==> config.mk <==
export PLATFORM = sky130hd
export DESIGN_NAME = pwm_shutdown_top
export DESIGN_NICKNAME = d
export VERILOG_FILES = /design/src/pwm_shutdown_pkg.sv /design/src/pwm_shutdown_top.sv /design/src/pwm_timebase_mux.sv /design/src/shutdown_source_detect.sv
export VERILOG_INCLUDE_DIRS = /design/src
export SDC_FILE = /design/constraint.sdc
export NUM_CORES = 1
export LEC_CHECK = 0
export BUFFER_PORTS_ARGS = -buffer_cell sky130_fd_sc_hd__buf_2
export CAP_MARGIN = 40
export CORE_ASPECT_RATIO = 0.7
export CORE_MARGIN = 1
export CORE_UTILIZATION = 30
export CTS_BUF_LIST = sky130_fd_sc_hd__clkbuf_8
export DETAILED_ROUTE_END_ITERATION = 16
export GPL_TIMING_DRIVEN = 0
export PLACE_DENSITY = 0.6
export SYNTH_ARGS = -nofsm -noshare
export SYNTH_HDL_FRONTEND = slang
export SYNTH_SLANG_ARGS = --single-unit
==> constraint.sdc <==
create_clock -name pclk -period 2.6 [get_ports pclk]
set_clock_uncertainty 0.05 [all_clocks]
set_input_delay 0.13 -clock pclk [delete_from_list [all_inputs] [get_ports pclk]]
set_output_delay 0.13 -clock pclk [all_outputs]
set_load 0.05 [all_outputs]
==> src/pwm_shutdown_map.svh <==
`ifndef PWM_SHUTDOWN_MAP_SVH
`define PWM_SHUTDOWN_MAP_SVH

// APB address width and register byte offsets.
`define PADDR_W 8
`define OFS_TB_SEL 8'h00
`define OFS_AS_CTRL 8'h04
`define OFS_SYNC_CTRL 8'h08
`define OFS_IRQ_STAT 8'h0c
`define OFS_IRQ_CLR 8'h10
`define OFS_IRQ_EN 8'h14

// Reset values.
`define TB_SEL_RST 8'h00
`define AS_CTRL_RST 8'h00
`define SYNC_RST 2'h0
`define IRQ_RST 2'h0

// Auto-shutdown control field positions.
`define FLAG_BIT 7
`define SRC_MSB 6
`define SRC_LSB 4
`define AC_MSB 3
`define AC_LSB 2
`define BD_MSB 1
`define BD_LSB 0

// Source select bit meanings: each set bit adds one source.
`define SRC_C1 0
`define SRC_C2 1
`define SRC_INT 2

// Time base selection codes, two bits per unit.
`define TB_T2 2'h0
`define TB_T4 2'h1
`define TB_T6 2'h2
`define UNITS 4

// Shutdown pin state codes; the upper bit set means tri-state.
`define PSS_LOW 2'h0
`define PSS_HIGH 2'h1
`define PSS_TRI_BIT 1

// Interrupt status bits.
`define IRQ_ENTER 0
`define IRQ_EXIT 1

`endif

==> src/pwm_shutdown_pkg.sv <==
package pwm_shutdown_pkg;
  typedef logic [1:0] tb_sel_t;
  typedef logic [2:0] source_sel_t;
  typedef logic [1:0] pin_state_t;
  typedef logic [1:0] irq_bits_t;
endpackage

==> src/pwm_shutdown_top.sv <==
// How it works
// - Unit three code 10 takes its PWM time base from Timer 6.
// - Unit two code picks time base: 00 Timer 2, 01 Timer 4, 10 Timer 6.
// - Unit one field in bits 1-0 picks Timer 2, 4 or 6.
// - Status bit 7 sets on shutdown event; outputs held in shutdown state.
// - With status bit clear, PWM outputs follow the unit normally.
// - Bits 6-4 choose which inputs may trigger shutdown.
// - Source code 000 never triggers shutdown.
// - Code 001 triggers while comparator one is high.
// - Code 010 triggers while comparator two is high.
// - Code 011 triggers while either comparator is high.
// - Code 100 triggers while the interrupt pin is low.
// - Code 101 triggers on pin low or comparator one high.
// - Code 110 adds comparator two; 111 pin or either comparator.
// - Pins A and C in shutdown: 00 low, 01 high, 1x tri-state.
// - Pins B and D in shutdown: 00 low, 01 high, 1x tri-state.
// - Comparator sync option delays comparator shutdown to Timer1 stage.
//
// Implementation choices: the APB slave port and the register offsets.
`timescale 1ns/1ps
`include "pwm_shutdown_map.svh"

module pwm_shutdown_top (
  input wire logic pclk,
  input wire logic presetn,
  input wire logic psel,
  input wire logic penable,
  input wire logic pwrite,
  input wire logic [`PADDR_W-1:0] paddr,
  input wire logic [31:0] pwdata,
  output logic [31:0] prdata,
  output logic pready,
  output logic pslverr,
  input wire logic tmr2_tick,
  input wire logic tmr4_tick,
  input wire logic tmr6_tick,
  input wire logic timer1_tick,
  output logic [3:0] unit_tick,
  input wire logic comp1_out,
  input wire logic comp2_out,
  input wire logic int_pin,
  input wire logic pwm_in_a,
  input wire logic pwm_in_b,
  input wire logic pwm_in_c,
  input wire logic pwm_in_d,
  output logic pwm_out_a,
  output logic pwm_out_b,
  output logic pwm_out_c,
  output logic pwm_out_d,
  output logic pwm_oe_n_a,
  output logic pwm_oe_n_b,
  output logic pwm_oe_n_c,
  output logic pwm_oe_n_d,
  output logic irq
);

  ////////////////////////////////////////////////////////////////////////////
  // Register bus

  logic wr_en;
  logic rd_en;
  logic hit;
  logic [7:0] tb_sel_q;
  logic [7:0] tb_sel_d;
  logic [7:0] as_ctrl_q;
  logic [7:0] as_ctrl_d;
  logic [1:0] sync_q;
  logic [1:0] sync_d;
  logic [31:0] rdata_d;
  logic [31:0] rdata_q;
  logic trigger;
  logic flag_d;

  function automatic logic is_ofs(input logic [`PADDR_W-1:0] a,
                                  input logic [`PADDR_W-1:0] ofs);
    is_ofs = (a == ofs);
  endfunction

  // Zero wait states: every access completes in its first access cycle.
  assign pready = 1'b1;
  assign wr_en = psel & penable & pwrite;
  assign rd_en = psel & ~penable & ~pwrite;
  assign hit = is_ofs(paddr, `OFS_TB_SEL) | is_ofs(paddr, `OFS_AS_CTRL)
             | is_ofs(paddr, `OFS_SYNC_CTRL) | is_ofs(paddr, `OFS_IRQ_STAT)
             | is_ofs(paddr, `OFS_IRQ_CLR) | is_ofs(paddr, `OFS_IRQ_EN);
  assign pslverr = psel & penable & ~hit;

  ////////////////////////////////////////////////////////////////////////////
  // Control registers and shutdown flag

  always_comb begin
    tb_sel_d = tb_sel_q;
    as_ctrl_d = as_ctrl_q;
    sync_d = sync_q;
    if (wr_en && is_ofs(paddr, `OFS_TB_SEL)) begin
      tb_sel_d = pwdata[7:0];
    end
    if (wr_en && is_ofs(paddr, `OFS_AS_CTRL)) begin
      as_ctrl_d = pwdata[7:0];
    end
    if (wr_en && is_ofs(paddr, `OFS_SYNC_CTRL)) begin
      sync_d = pwdata[1:0];
    end
    // A live trigger wins over a software clear of the flag.
    flag_d = trigger | as_ctrl_d[`FLAG_BIT];
    as_ctrl_d[`FLAG_BIT] = flag_d;
  end

  always_ff @(posedge pclk or negedge presetn) begin
    if (!presetn) begin
      tb_sel_q <= `TB_SEL_RST;
      as_ctrl_q <= `AS_CTRL_RST;
      sync_q <= `SYNC_RST;
    end else begin
      tb_sel_q <= tb_sel_d;
      as_ctrl_q <= as_ctrl_d;
      sync_q <= sync_d;
    end
  end

  ////////////////////////////////////////////////////////////////////////////
  // Time base selection and shutdown sources

  pwm_timebase_mux u_tb (
    .pclk(pclk),
    .presetn(presetn),
    .tb_sel(tb_sel_q),
    .tmr2_tick(tmr2_tick),
    .tmr4_tick(tmr4_tick),
    .tmr6_tick(tmr6_tick),
    .unit_tick(unit_tick)
  );

  shutdown_source_detect u_src (
    .pclk(pclk),
    .presetn(presetn),
    .comp1_raw(comp1_out),
    .comp2_raw(comp2_out),
    .int_pin_raw(int_pin),
    .timer1_tick(timer1_tick),
    .comparator_sync_enable(sync_q),
    .shutdown_source_sel(as_ctrl_q[`SRC_MSB:`SRC_LSB]),
    .trigger(trigger)
  );

  ////////////////////////////////////////////////////////////////////////////
  // Output pins

  logic [3:0] out_d;
  logic [3:0] out_q;
  logic [3:0] oe_n_d;
  logic [3:0] oe_n_q;
  logic [1:0] ac_drv;
  logic [1:0] bd_drv;

  // Returns {output enable low, level} for one shutdown state code.
  function automatic logic [1:0] pin_drive(
      input pwm_shutdown_pkg::pin_state_t code);
    if (code[`PSS_TRI_BIT]) begin
      pin_drive = 2'h2;
    end else begin
      pin_drive = {1'b0, code == `PSS_HIGH};
    end
  endfunction

  // Next field values are used so a state code written together with the
  // flag reaches the pins on that same edge, never the stale code.
  assign ac_drv = pin_drive(as_ctrl_d[`AC_MSB:`AC_LSB]);
  assign bd_drv = pin_drive(as_ctrl_d[`BD_MSB:`BD_LSB]);

  always_comb begin
    // The next flag value is used so the pins change on the same edge
    // the flag sets, with no cycle of live PWM in between.
    if (flag_d) begin
      out_d = {bd_drv[0], ac_drv[0], bd_drv[0], ac_drv[0]};
      oe_n_d = {bd_drv[1], ac_drv[1], bd_drv[1], ac_drv[1]};
    end else begin
      out_d = {pwm_in_d, pwm_in_c, pwm_in_b, pwm_in_a};
      oe_n_d = 4'h0;
    end
  end

  always_ff @(posedge pclk or negedge presetn) begin
    if (!presetn) begin
      out_q <= 4'h0;
      oe_n_q <= 4'h0;
    end else begin
      out_q <= out_d;
      oe_n_q <= oe_n_d;
    end
  end

  assign pwm_out_a = out_q[0];
  assign pwm_out_b = out_q[1];
  assign pwm_out_c = out_q[2];
  assign pwm_out_d = out_q[3];
  assign pwm_oe_n_a = oe_n_q[0];
  assign pwm_oe_n_b = oe_n_q[1];
  assign pwm_oe_n_c = oe_n_q[2];
  assign pwm_oe_n_d = oe_n_q[3];

  ////////////////////////////////////////////////////////////////////////////
  // Interrupts

  pwm_shutdown_pkg::irq_bits_t stat_q;
  pwm_shutdown_pkg::irq_bits_t stat_d;
  pwm_shutdown_pkg::irq_bits_t en_q;
  pwm_shutdown_pkg::irq_bits_t en_d;
  pwm_shutdown_pkg::irq_bits_t ev;

  assign ev[`IRQ_ENTER] = flag_d & ~as_ctrl_q[`FLAG_BIT];
  assign ev[`IRQ_EXIT] = ~flag_d & as_ctrl_q[`FLAG_BIT];

  always_comb begin
    stat_d = stat_q;
    en_d = en_q;
    if (wr_en && is_ofs(paddr, `OFS_IRQ_CLR)) begin
      stat_d = stat_d & ~pwdata[1:0];
    end
    if (wr_en && is_ofs(paddr, `OFS_IRQ_EN)) begin
      en_d = pwdata[1:0];
    end
    // Setting after the clear keeps an event that lands on a clear.
    stat_d = stat_d | ev;
  end

  always_ff @(posedge pclk or negedge presetn) begin
    if (!presetn) begin
      stat_q <= `IRQ_RST;
      en_q <= `IRQ_RST;
    end else begin
      stat_q <= stat_d;
      en_q <= en_d;
    end
  end

  assign irq = |(stat_q & en_q);

  ////////////////////////////////////////////////////////////////////////////
  // Read data, captured in the setup cycle

  always_comb begin
    rdata_d = rdata_q;
    if (rd_en) begin
      rdata_d = 32'h0;
      unique case (1'b1)
        is_ofs(paddr, `OFS_TB_SEL): rdata_d[7:0] = tb_sel_q;
        is_ofs(paddr, `OFS_AS_CTRL): rdata_d[7:0] = as_ctrl_q;
        is_ofs(paddr, `OFS_SYNC_CTRL): rdata_d[1:0] = sync_q;
        is_ofs(paddr, `OFS_IRQ_STAT): rdata_d[1:0] = stat_q;
        is_ofs(paddr, `OFS_IRQ_EN): rdata_d[1:0] = en_q;
        default: rdata_d = 32'h0;
      endcase
    end
  end

  always_ff @(posedge pclk or negedge presetn) begin
    if (!presetn) begin
      rdata_q <= 32'h0;
    end else begin
      rdata_q <= rdata_d;
    end
  end

  assign prdata = rdata_q;
endmodule // pwm_shutdown_top

==> src/pwm_timebase_mux.sv <==
`timescale 1ns/1ps
`include "pwm_shutdown_map.svh"

module pwm_timebase_mux (
  input wire logic pclk,
  input wire logic presetn,
  input wire logic [7:0] tb_sel,
  input wire logic tmr2_tick,
  input wire logic tmr4_tick,
  input wire logic tmr6_tick,
  output logic [3:0] unit_tick
);

  logic [3:0] tick_d;
  logic [3:0] tick_q;

  function automatic logic pick(input pwm_shutdown_pkg::tb_sel_t code,
                                input logic t2, input logic t4,
                                input logic t6);
    // The reserved code gives no time base at all.
    unique case (code)
      `TB_T2: pick = t2;
      `TB_T4: pick = t4;
      `TB_T6: pick = t6;
      default: pick = 1'b0;
    endcase
  endfunction

  always_comb begin
    for (int u = 0; u < `UNITS; u++) begin
      tick_d[u] = pick(tb_sel[2*u +: 2], tmr2_tick, tmr4_tick, tmr6_tick);
    end
  end

  always_ff @(posedge pclk or negedge presetn) begin
    if (!presetn) begin
      tick_q <= 4'h0;
    end else begin
      tick_q <= tick_d;
    end
  end

  assign unit_tick = tick_q;

endmodule // pwm_timebase_mux

==> src/shutdown_source_detect.sv <==
`timescale 1ns/1ps
`include "pwm_shutdown_map.svh"

module shutdown_source_detect (
  input wire logic pclk,
  input wire logic presetn,
  input wire logic comp1_raw,
  input wire logic comp2_raw,
  input wire logic int_pin_raw,
  input wire logic timer1_tick,
  input wire logic [1:0] comparator_sync_enable,
  input wire logic [2:0] shutdown_source_sel,
  output logic trigger
);

  // Synchroniser stages: index 0 comp1, 1 comp2, 2 interrupt pin.
  logic [2:0] meta_q;
  logic [2:0] meta_d;
  logic [2:0] sync_q;
  logic [2:0] sync_d;
  logic [1:0] held_q;
  logic [1:0] held_d;
  logic c1_eff;
  logic c2_eff;

  always_comb begin
    meta_d = {int_pin_raw, comp2_raw, comp1_raw};
    sync_d = meta_q;
    // With the sync option the comparator level only moves on a Timer1
    // tick, which delays a comparator shutdown to that stage.
    held_d = held_q;
    if (timer1_tick) begin
      held_d = sync_q[1:0];
    end
  end

  always_ff @(posedge pclk or negedge presetn) begin
    if (!presetn) begin
      meta_q <= 3'h4;
      sync_q <= 3'h4;
      held_q <= 2'h0;
    end else begin
      meta_q <= meta_d;
      sync_q <= sync_d;
      held_q <= held_d;
    end
  end

  assign c1_eff = comparator_sync_enable[0] ? held_q[0] : sync_q[0];
  assign c2_eff = comparator_sync_enable[1] ? held_q[1] : sync_q[1];

  // Each select bit enables one source, which covers all eight codes.
  assign trigger = (shutdown_source_sel[`SRC_C1] & c1_eff)
                 | (shutdown_source_sel[`SRC_C2] & c2_eff)
                 | (shutdown_source_sel[`SRC_INT] & ~sync_q[2]);

endmodule // shutdown_source_detect

==> impl_metrics.csv, run 1 <==
group,metric,value,unit
drt,drcViolationCount,0,
floorplanning,core,7482,sq um
grt,grt_pass1_wl,8673,microns
synthesis,synth-edff-count,0,
sta,totalNegativeSetupSlack,0,ns
layout,drive_above_1_share,37.79,%
drt,wl_per_cell,13.55,microns
sta,rsz0062_at_grt,"no",
place,dp_hpwl,4079,microns
drt,firstDrtPassIters,5,
clock_network,cts_buffer_depth,2,
place,port_buffers,50,
clock_network,cts-resized-gates,0,
critical_path,crit_required,2.75,ns
layout,antenna_cells,0,
sta,fmax,526.4,MHz
critical_path,crit_fanout,7,
layout,fin_nets,354,
drt,vias_per_cell,4.463,
layout,instances_no_fill,397,
synthesis,synth-async-reset-ratio,100.0,%
synthesis,synthCells,207,
synthesis,netlist-cell-type-count,46,
pwr,cellPowerDensity,528.2,nW/um^2
synthesis,syn-cell-area,2384,sq um
critical_path,crit_path_end_kind,"flop",
layout,syn_to_final_growth,29.61,%
synthesis,yosys_register_bits,48,
sta,period_share,73.06,%
floorplanning,rows,26,
critical_path,criticalPathCategory,"reg -> reg",
clock_network,clk_latency,0.30,ns
grt,grtUsageTotal,13.84,%
drt,drt_iter0_markers,74,
place,placed_cells,379,
grt,grt_max_degree,33,
critical_path,cp-start-kind,"flop",
critical_path,path_delay_family,"compound AO/OA/AOI/OAI gates",
floorplanning,dieHeight,76.58,microns
sta,final-setup-viol-count,0,
pwr,irDropWorstVdd,217.7,uV
floorplanning,die_area,8311,sq um
clock_network,cts_tree,"built",
clock_network,cts-root-buf,"clkbuf_8",
grt,grt_overflow,0,
floorplanning,start_util,31.86,%
grt,first_global_vias,1632,
synthesis,postSynthAreaPerCell,11.51,sq um
floorplanning,ioPinCount,103,
hold_path,min-delay-start,"pwm_in_c",
synthesis,synth_flop_cell,"dfrtp_1",
critical_path,cp_num_buf_inv,1,
clock_network,clkTransAtPathRegs,0.09,ns
drt,vias,1772,
pwr,p_leak,1.615,nW
critical_path,slowest_stage,"dfrtp_1",
critical_path,r2r-start,"sync_q[1]$_DFFE_PN0P_",
sta,period_needed,1.900,ns
place,gp_congestion,0.7520,
drt,drtAntennaViolNets,0,
sta,max_slew_margin,54.53,%
grt,antenna_found_initial,0,
status,status,"completed",
sta,worst_pin_slew,0.6821,ns
run,cap_violations,0,
sta,slew_violations,0,
layout,postLayoutCellArea,3089,sq um
sta,hold_viol,0,
clock_network,h-tree-depth,2,
clock_network,numCtsBuffers,5,
critical_path,crit_chain,"mux2_2, a221o_1, a211o_2, buf_6, and2_1",
sta,fin_hold_ws,0.01644,ns
critical_path,startpoint,"sync_q[1]$_DFFE_PN0P_",
critical_path,critical-path-max-stage-delay,0.39,ns
floorplanning,dieWidth,108.5,microns
clock_network,clock_sinks,48,
synthesis,synth-seq-area-share,50.50,%
critical_path,cp.arrival,2.05,ns
drt,wirelength,5380,microns
synthesis,yosysWarnings,0,
hold_path,hold_class,"in -> reg",
place,place_area,2863,sq um
layer usage:
layer	up-vias	wire, microns	global-route usage [%]
li1	875	-	-
met1	831	2584	21.55
met2	59	2276	18.42
met3	7	464	3.678
met4	0	55	3.649
met5	-	0	0
synthesized netlist by cell type (2+ instances only):
| cell type | instances | area (sq um) |
|---|---|---|
| nand3b_1 | 5 | 37.54 |
| mux2_2 | 15 | 168.9 |
| nor2_1 | 5 | 18.77 |
| nor2b_1 | 2 | 12.51 |
| a21oi_1 | 2 | 10.01 |
| inv_1 | 5 | 18.77 |
| clkbuf_1 | 2 | 7.510 |
| nor3_1 | 5 | 25.02 |
| nand3_1 | 4 | 20.02 |
| dfstp_2 | 2 | 52.55 |
| or3_1 | 2 | 12.51 |
| o21ai_1 | 6 | 30.03 |
| buf_2 | 3 | 15.01 |
| a22o_1 | 3 | 26.28 |
| and4_1 | 2 | 17.52 |
| conb_1 | 2 | 7.510 |
| a221o_1 | 2 | 20.02 |
| mux2i_1 | 17 | 170.2 |
| buf_4 | 27 | 202.7 |
| buf_6 | 2 | 22.52 |
| o21ai_0 | 4 | 20.02 |
| mux2_1 | 5 | 56.30 |
| and2_1 | 2 | 12.51 |
| o31ai_1 | 2 | 15.01 |
| o31a_1 | 2 | 17.52 |
| dfrtp_1 | 46 | 1151 |
| nand2_1 | 12 | 45.04 |
| nand4_1 | 3 | 18.77 |
worst paths after layout:
kind	cells after the start	endpoint	slack [ns]
worst max-delay path	5	oe_n_q[2]$_DFF_PN0_	0.70
worst min-delay path	3	out_q[2]$_DFF_PN0_	0.02
worst max register to register	5	oe_n_q[2]$_DFF_PN0_	0.70
worst min register to register	0	u_src.sync_q[1]$_DFF_PN0_	0.30
max in group asynchronous	3	u_src.sync_q[2]$_DFF_PN1_	1.68
min in group asynchronous	2	en_q[1]$_DFFE_PN0P_	0.24
state kept, by name, indices dropped and copies added (netlist names):
name,count
tb_sel_q,8
sync_q,2
en_q,2
stat_q,2
u_src.sync_q,3
as_ctrl_q,8
u_src.held_q,2
u_tb.unit_tick,4
u_src.meta_q,3
prdata,8
oe_n_q,2
out_q,4
stage by stage:
stage          utilization, %  setup WS (ns)  power, mW
5_1_grt                 41.29         0.6424      1.704
4_1_cts                 41.29         0.6953      1.646
3_5_place_dp            38.26         0.5944      1.043
3_3_place_gp            37.99         0.6137      1.037
6_report                41.29         0.7004      1.632
2_1_floorplan               -         0.8214     0.9722
cells by family (layout without fill, tap and decap cells):
| logic type | after synthesis | in the layout | share of synthesized area (%) |
|---|---|---|---|
| buffers and inverters | 40 | 109 | 11.34 |
| AOI/OAI and AO/OA | 30 | 30 | 8.820 |
| and+or+nand+nor | 50 | 50 | 12.44 |
| muxes | 37 | 37 | 16.59 |
| other | 2 | 25 | 0.3151 |
| DFF | 48 | 48 | 50.50 |
tightest hold or removal path, cell delays in order:
cell and delay [ns]:
buf_2 0.10, inv_1 0.04, mux2i_1 0.06
layout make-up:
class,instances,area [sq um]
Fill cell,748,4393
Sequential cell,48,1204
Multi-Input combinational cell,142,996.0
Timing Repair Buffer,61,370.4
Buffer,35,251.5
Tap cell,98,122.6
Clock buffer,7,96.34
Clock inverter,1,30.03
Inverter,5,18.77
power by group:
part / total (mW) / switching (mW) / leakage, nW / internal [mW]
clock: 0.592 / 0.253 / 0.0645 / 0.340
combinational: 0.265 / 0.178 / 0.917 / 0.0870
sequential: 0.775 / 0.00918 / 0.634 / 0.766
cell usage in the layout (no fill, tap or decap), types with 2 or more instances in the layout:
cell type      count
nand2_1           12
inv_1              5
mux2_1             5
dlygate4sd3_1     10
nand4_1            3
buf_2             53
o31a_1             2
nor2_1             5
mux2_2            15
dfstp_2            2
or3_1              2
mux2i_1           17
a22o_1             3
nor3_1             5
dfrtp_1           46
clkbuf_8           7
a221o_1            2
conb_1            25
nand3b_1           5
clkbuf_1           2
a21oi_1            2
nand3_1            4
nor2b_1            2
o21ai_0            4
and4_1             2
buf_6              2
buf_4             27
and2_1             2
o21ai_1            6
o31ai_1            2
repair_timing:
| action | in CTS | in global routing |
|---|---|---|
| setup buffers | 0 | 0 |
| hold buffers | 10 | 0 |
| endpoints found under the setup margin | 0 | 0 |
| hold endpoints to repair | 25 | 0 |
No activity file was read; power rests on OpenSTA's default activity.
==> inputs of run 2 (changes only) <==
==> constraint.sdc (replaced) <==
create_clock -name pclk -period 1.8 [get_ports pclk]
set_clock_uncertainty 0.05 [all_clocks]
set_input_delay 0.09 -clock pclk [delete_from_list [all_inputs] [get_ports pclk]]
set_output_delay 0.09 -clock pclk [all_outputs]
set_load 0.05 [all_outputs]
==> run 2 against run 1 <==
  * Clock power up 45%
  * Cell count grew 1.5%
  * Sequential power is 45% higher
  * Worst setup slack worse by 0.61 ns
  * Via count down 0.40%
  * Sequential share of layout area is 0.74 points lower
  * Critical path type unchanged
  * First-iteration DRC count is 15% lower
  * Combinational power up 48%
  * Routed wire length is 0.86% higher
  * Register-to-register slack worse by 0.61 ns
==> impl_metrics.csv, run 2 (synthesis results as in run 1) <==
group,metric,value,unit
clock_network,clock_sinks,48,
sta,setup_slack,0.08606,ns
clock_network,cts_tree,"built",
drt,drcViolationCount,0,
layout,most-common-layout-cells,"buf_2 (53), dfrtp_1 (46), buf_4 (31)",
pwr,cellPowerDensity,751.5,nW/um^2
sta,period_needed,1.714,ns
floorplanning,start_util,31.86,%
drt,wirelength,5426,microns
place,placed_cells,379,
pwr,p_leak,1.647,nW
pwr,fin_total_pwr,2.367,mW
grt,grt_max_degree,33,
layout,fin_util,42.09,%
place,dp_slack,-0.1656,ns
place,dp_hpwl,4079,microns
grt,grt_use_met1,21.60,%
sta,rsz0062_at_grt,"no",
pwr,irDropWorstVdd,318.9,uV
layout,fin_nets,360,
floorplanning,die_area,8311,sq um
grt,grt.met2_usage,19.05,%
drt,vias_per_cell,4.380,
hold_path,hold_class,"in -> reg",
sta,worst_pin_slew,0.7010,ns
layout,mostFrequentLayoutCell,"buf_2",
clock_network,h-tree-depth,2,
layout,instances_no_fill,403,
place,port_buffers,50,
grt,busiest_layer,"met1",
sta,max_slew_margin,53.26,%
clock_network,numCtsBuffers,5,
clock_network,cts-root-buf,"clkbuf_8",
critical_path,crit_path_end_kind,"flop",
layout,drive_above_1_share,38.03,%
critical_path,crit_required,1.95,ns
drt,wl_per_cell,13.46,microns
place,gp_congestion,0.7520,
sta,period_share,95.22,%
clock_network,cts_buffer_depth,2,
sta,slew_violations,0,
clock_network,clkTransAtPathRegs,0.09,ns
grt,antenna_found_initial,0,
run,cap_violations,0,
grt,first_global_vias,1673,
drt,drtAntennaViolNets,0,
floorplanning,ioPinCount,103,
floorplanning,dieHeight,76.58,microns
grt,grt_pass1_wl,8832,microns
critical_path,cp-start-kind,"flop",
floorplanning,dieWidth,108.5,microns
sta,fmax,583.5,MHz
floorplanning,rows,26,
clock_network,clk_latency,0.30,ns
status,status,"completed",
floorplanning,core,7482,sq um
layout,syn_to_final_growth,32.13,%
drt,drt_iter0_markers,63,
layout,antenna_cells,0,
sta,hold_viol,0,
critical_path,crit_fanout,7,
grt,grt_overflow,0,
drt,firstDrtPassIters,4,
sta,final-setup-viol-count,0,
grt,grtUsageTotal,14.04,%
grt,grtUsageMet3,3.678,%
critical_path,cp.arrival,1.87,ns
drt,vias,1765,
critical_path,criticalPathCategory,"reg -> reg",
==> run 2: changes by cell type in the layout (fill, tap and decap cells not counted) <==
cell           change
mux2_2             -1
mux2_4             +1
buf_6              -1
buf_4              +4
a211o_2            -1
a211o_4            +1
dlygate4sd3_1      +3
==> run 2: path summary, 6_finish.rpt <==
check / slack, ns / end / cells after the start / startpoint
max in group asynchronous: 0.91 / u_src.sync_q[2]$_DFF_PN1_ / 3 / presetn
min in group asynchronous: 0.20 / as_ctrl_q[1]$_DFF_PN0_ / 2 / presetn
worst min register to register: 0.30 / u_src.sync_q[1]$_DFF_PN0_ / 0 / u_src.meta_q[1]$_DFF_PN0_
worst max-delay path: 0.09 / oe_n_q[2]$_DFF_PN0_ / 4 / sync_q[1]$_DFFE_PN0P_
worst max register to register: 0.09 / oe_n_q[2]$_DFF_PN0_ / 4 / sync_q[1]$_DFFE_PN0P_
worst min-delay path: 0.03 / u_src.held_q[0]$_DFFE_PN0P_ / 2 / timer1_tick
==> run 2: metal layers <==
layer | up-vias | share of wire, %
li1 | 883 | -
met1 | 821 | 50
met2 | 55 | 43
met3 | 6 | 6.7
met4 | 0 | 0.98
met5 | - | 0
==> run 2: stage by stage <==
| step | area [sq um] | setup TNS, ns | hold WS, ns |
|---|---|---|---|
| finish | 3149 | 0 | 0.02672 |
| global route | 3149 | 0 | 0.02191 |
| CTS | 3142 | 0 | 0.02047 |
| detailed placement | 2863 | -2.065 | 0.001697 |
| global placement | 2843 | -1.956 | 0.1461 |
| floorplan | 2470 | 0 | -0.2556 |
==> run 2: final cells by class <==
type / instances / area, sq um
buffer: 34 / 240.2
clock buffer: 7 / 96.34
fill: 743 / 4333
clock inverter: 1 / 30.03
multi-input combinational: 142 / 1007
tap: 98 / 122.6
timing repair buffer: 68 / 430.4
sequential: 48 / 1204
inverter: 5 / 18.77
==> run 2: repair_timing <==
item                                    4_1_cts  5_1_grt
setup buffers                                 3        1
endpoints found under the hold margin        31        0
endpoints found under the setup margin        6        5
pin swaps                                     1        1
resized for setup                             2        0
hold buffers                                 13        0
==> run 2: critical path: stages (launching register included) <==
cell and delay (ns):
dfrtp_1 0.40, mux2_4 0.31, a221o_1 0.35, a211o_4 0.33, and2_1 0.18
==> run 2: where the power goes <==
| group | total, mW | switching [mW] | internal, mW |
|---|---|---|---|
| sequential | 1.12 | 0.0133 | 1.11 |
| clock | 0.856 | 0.366 | 0.490 |
| combinational | 0.391 | 0.259 | 0.132 |
| total | 2.37 | 0.638 | 1.73 |
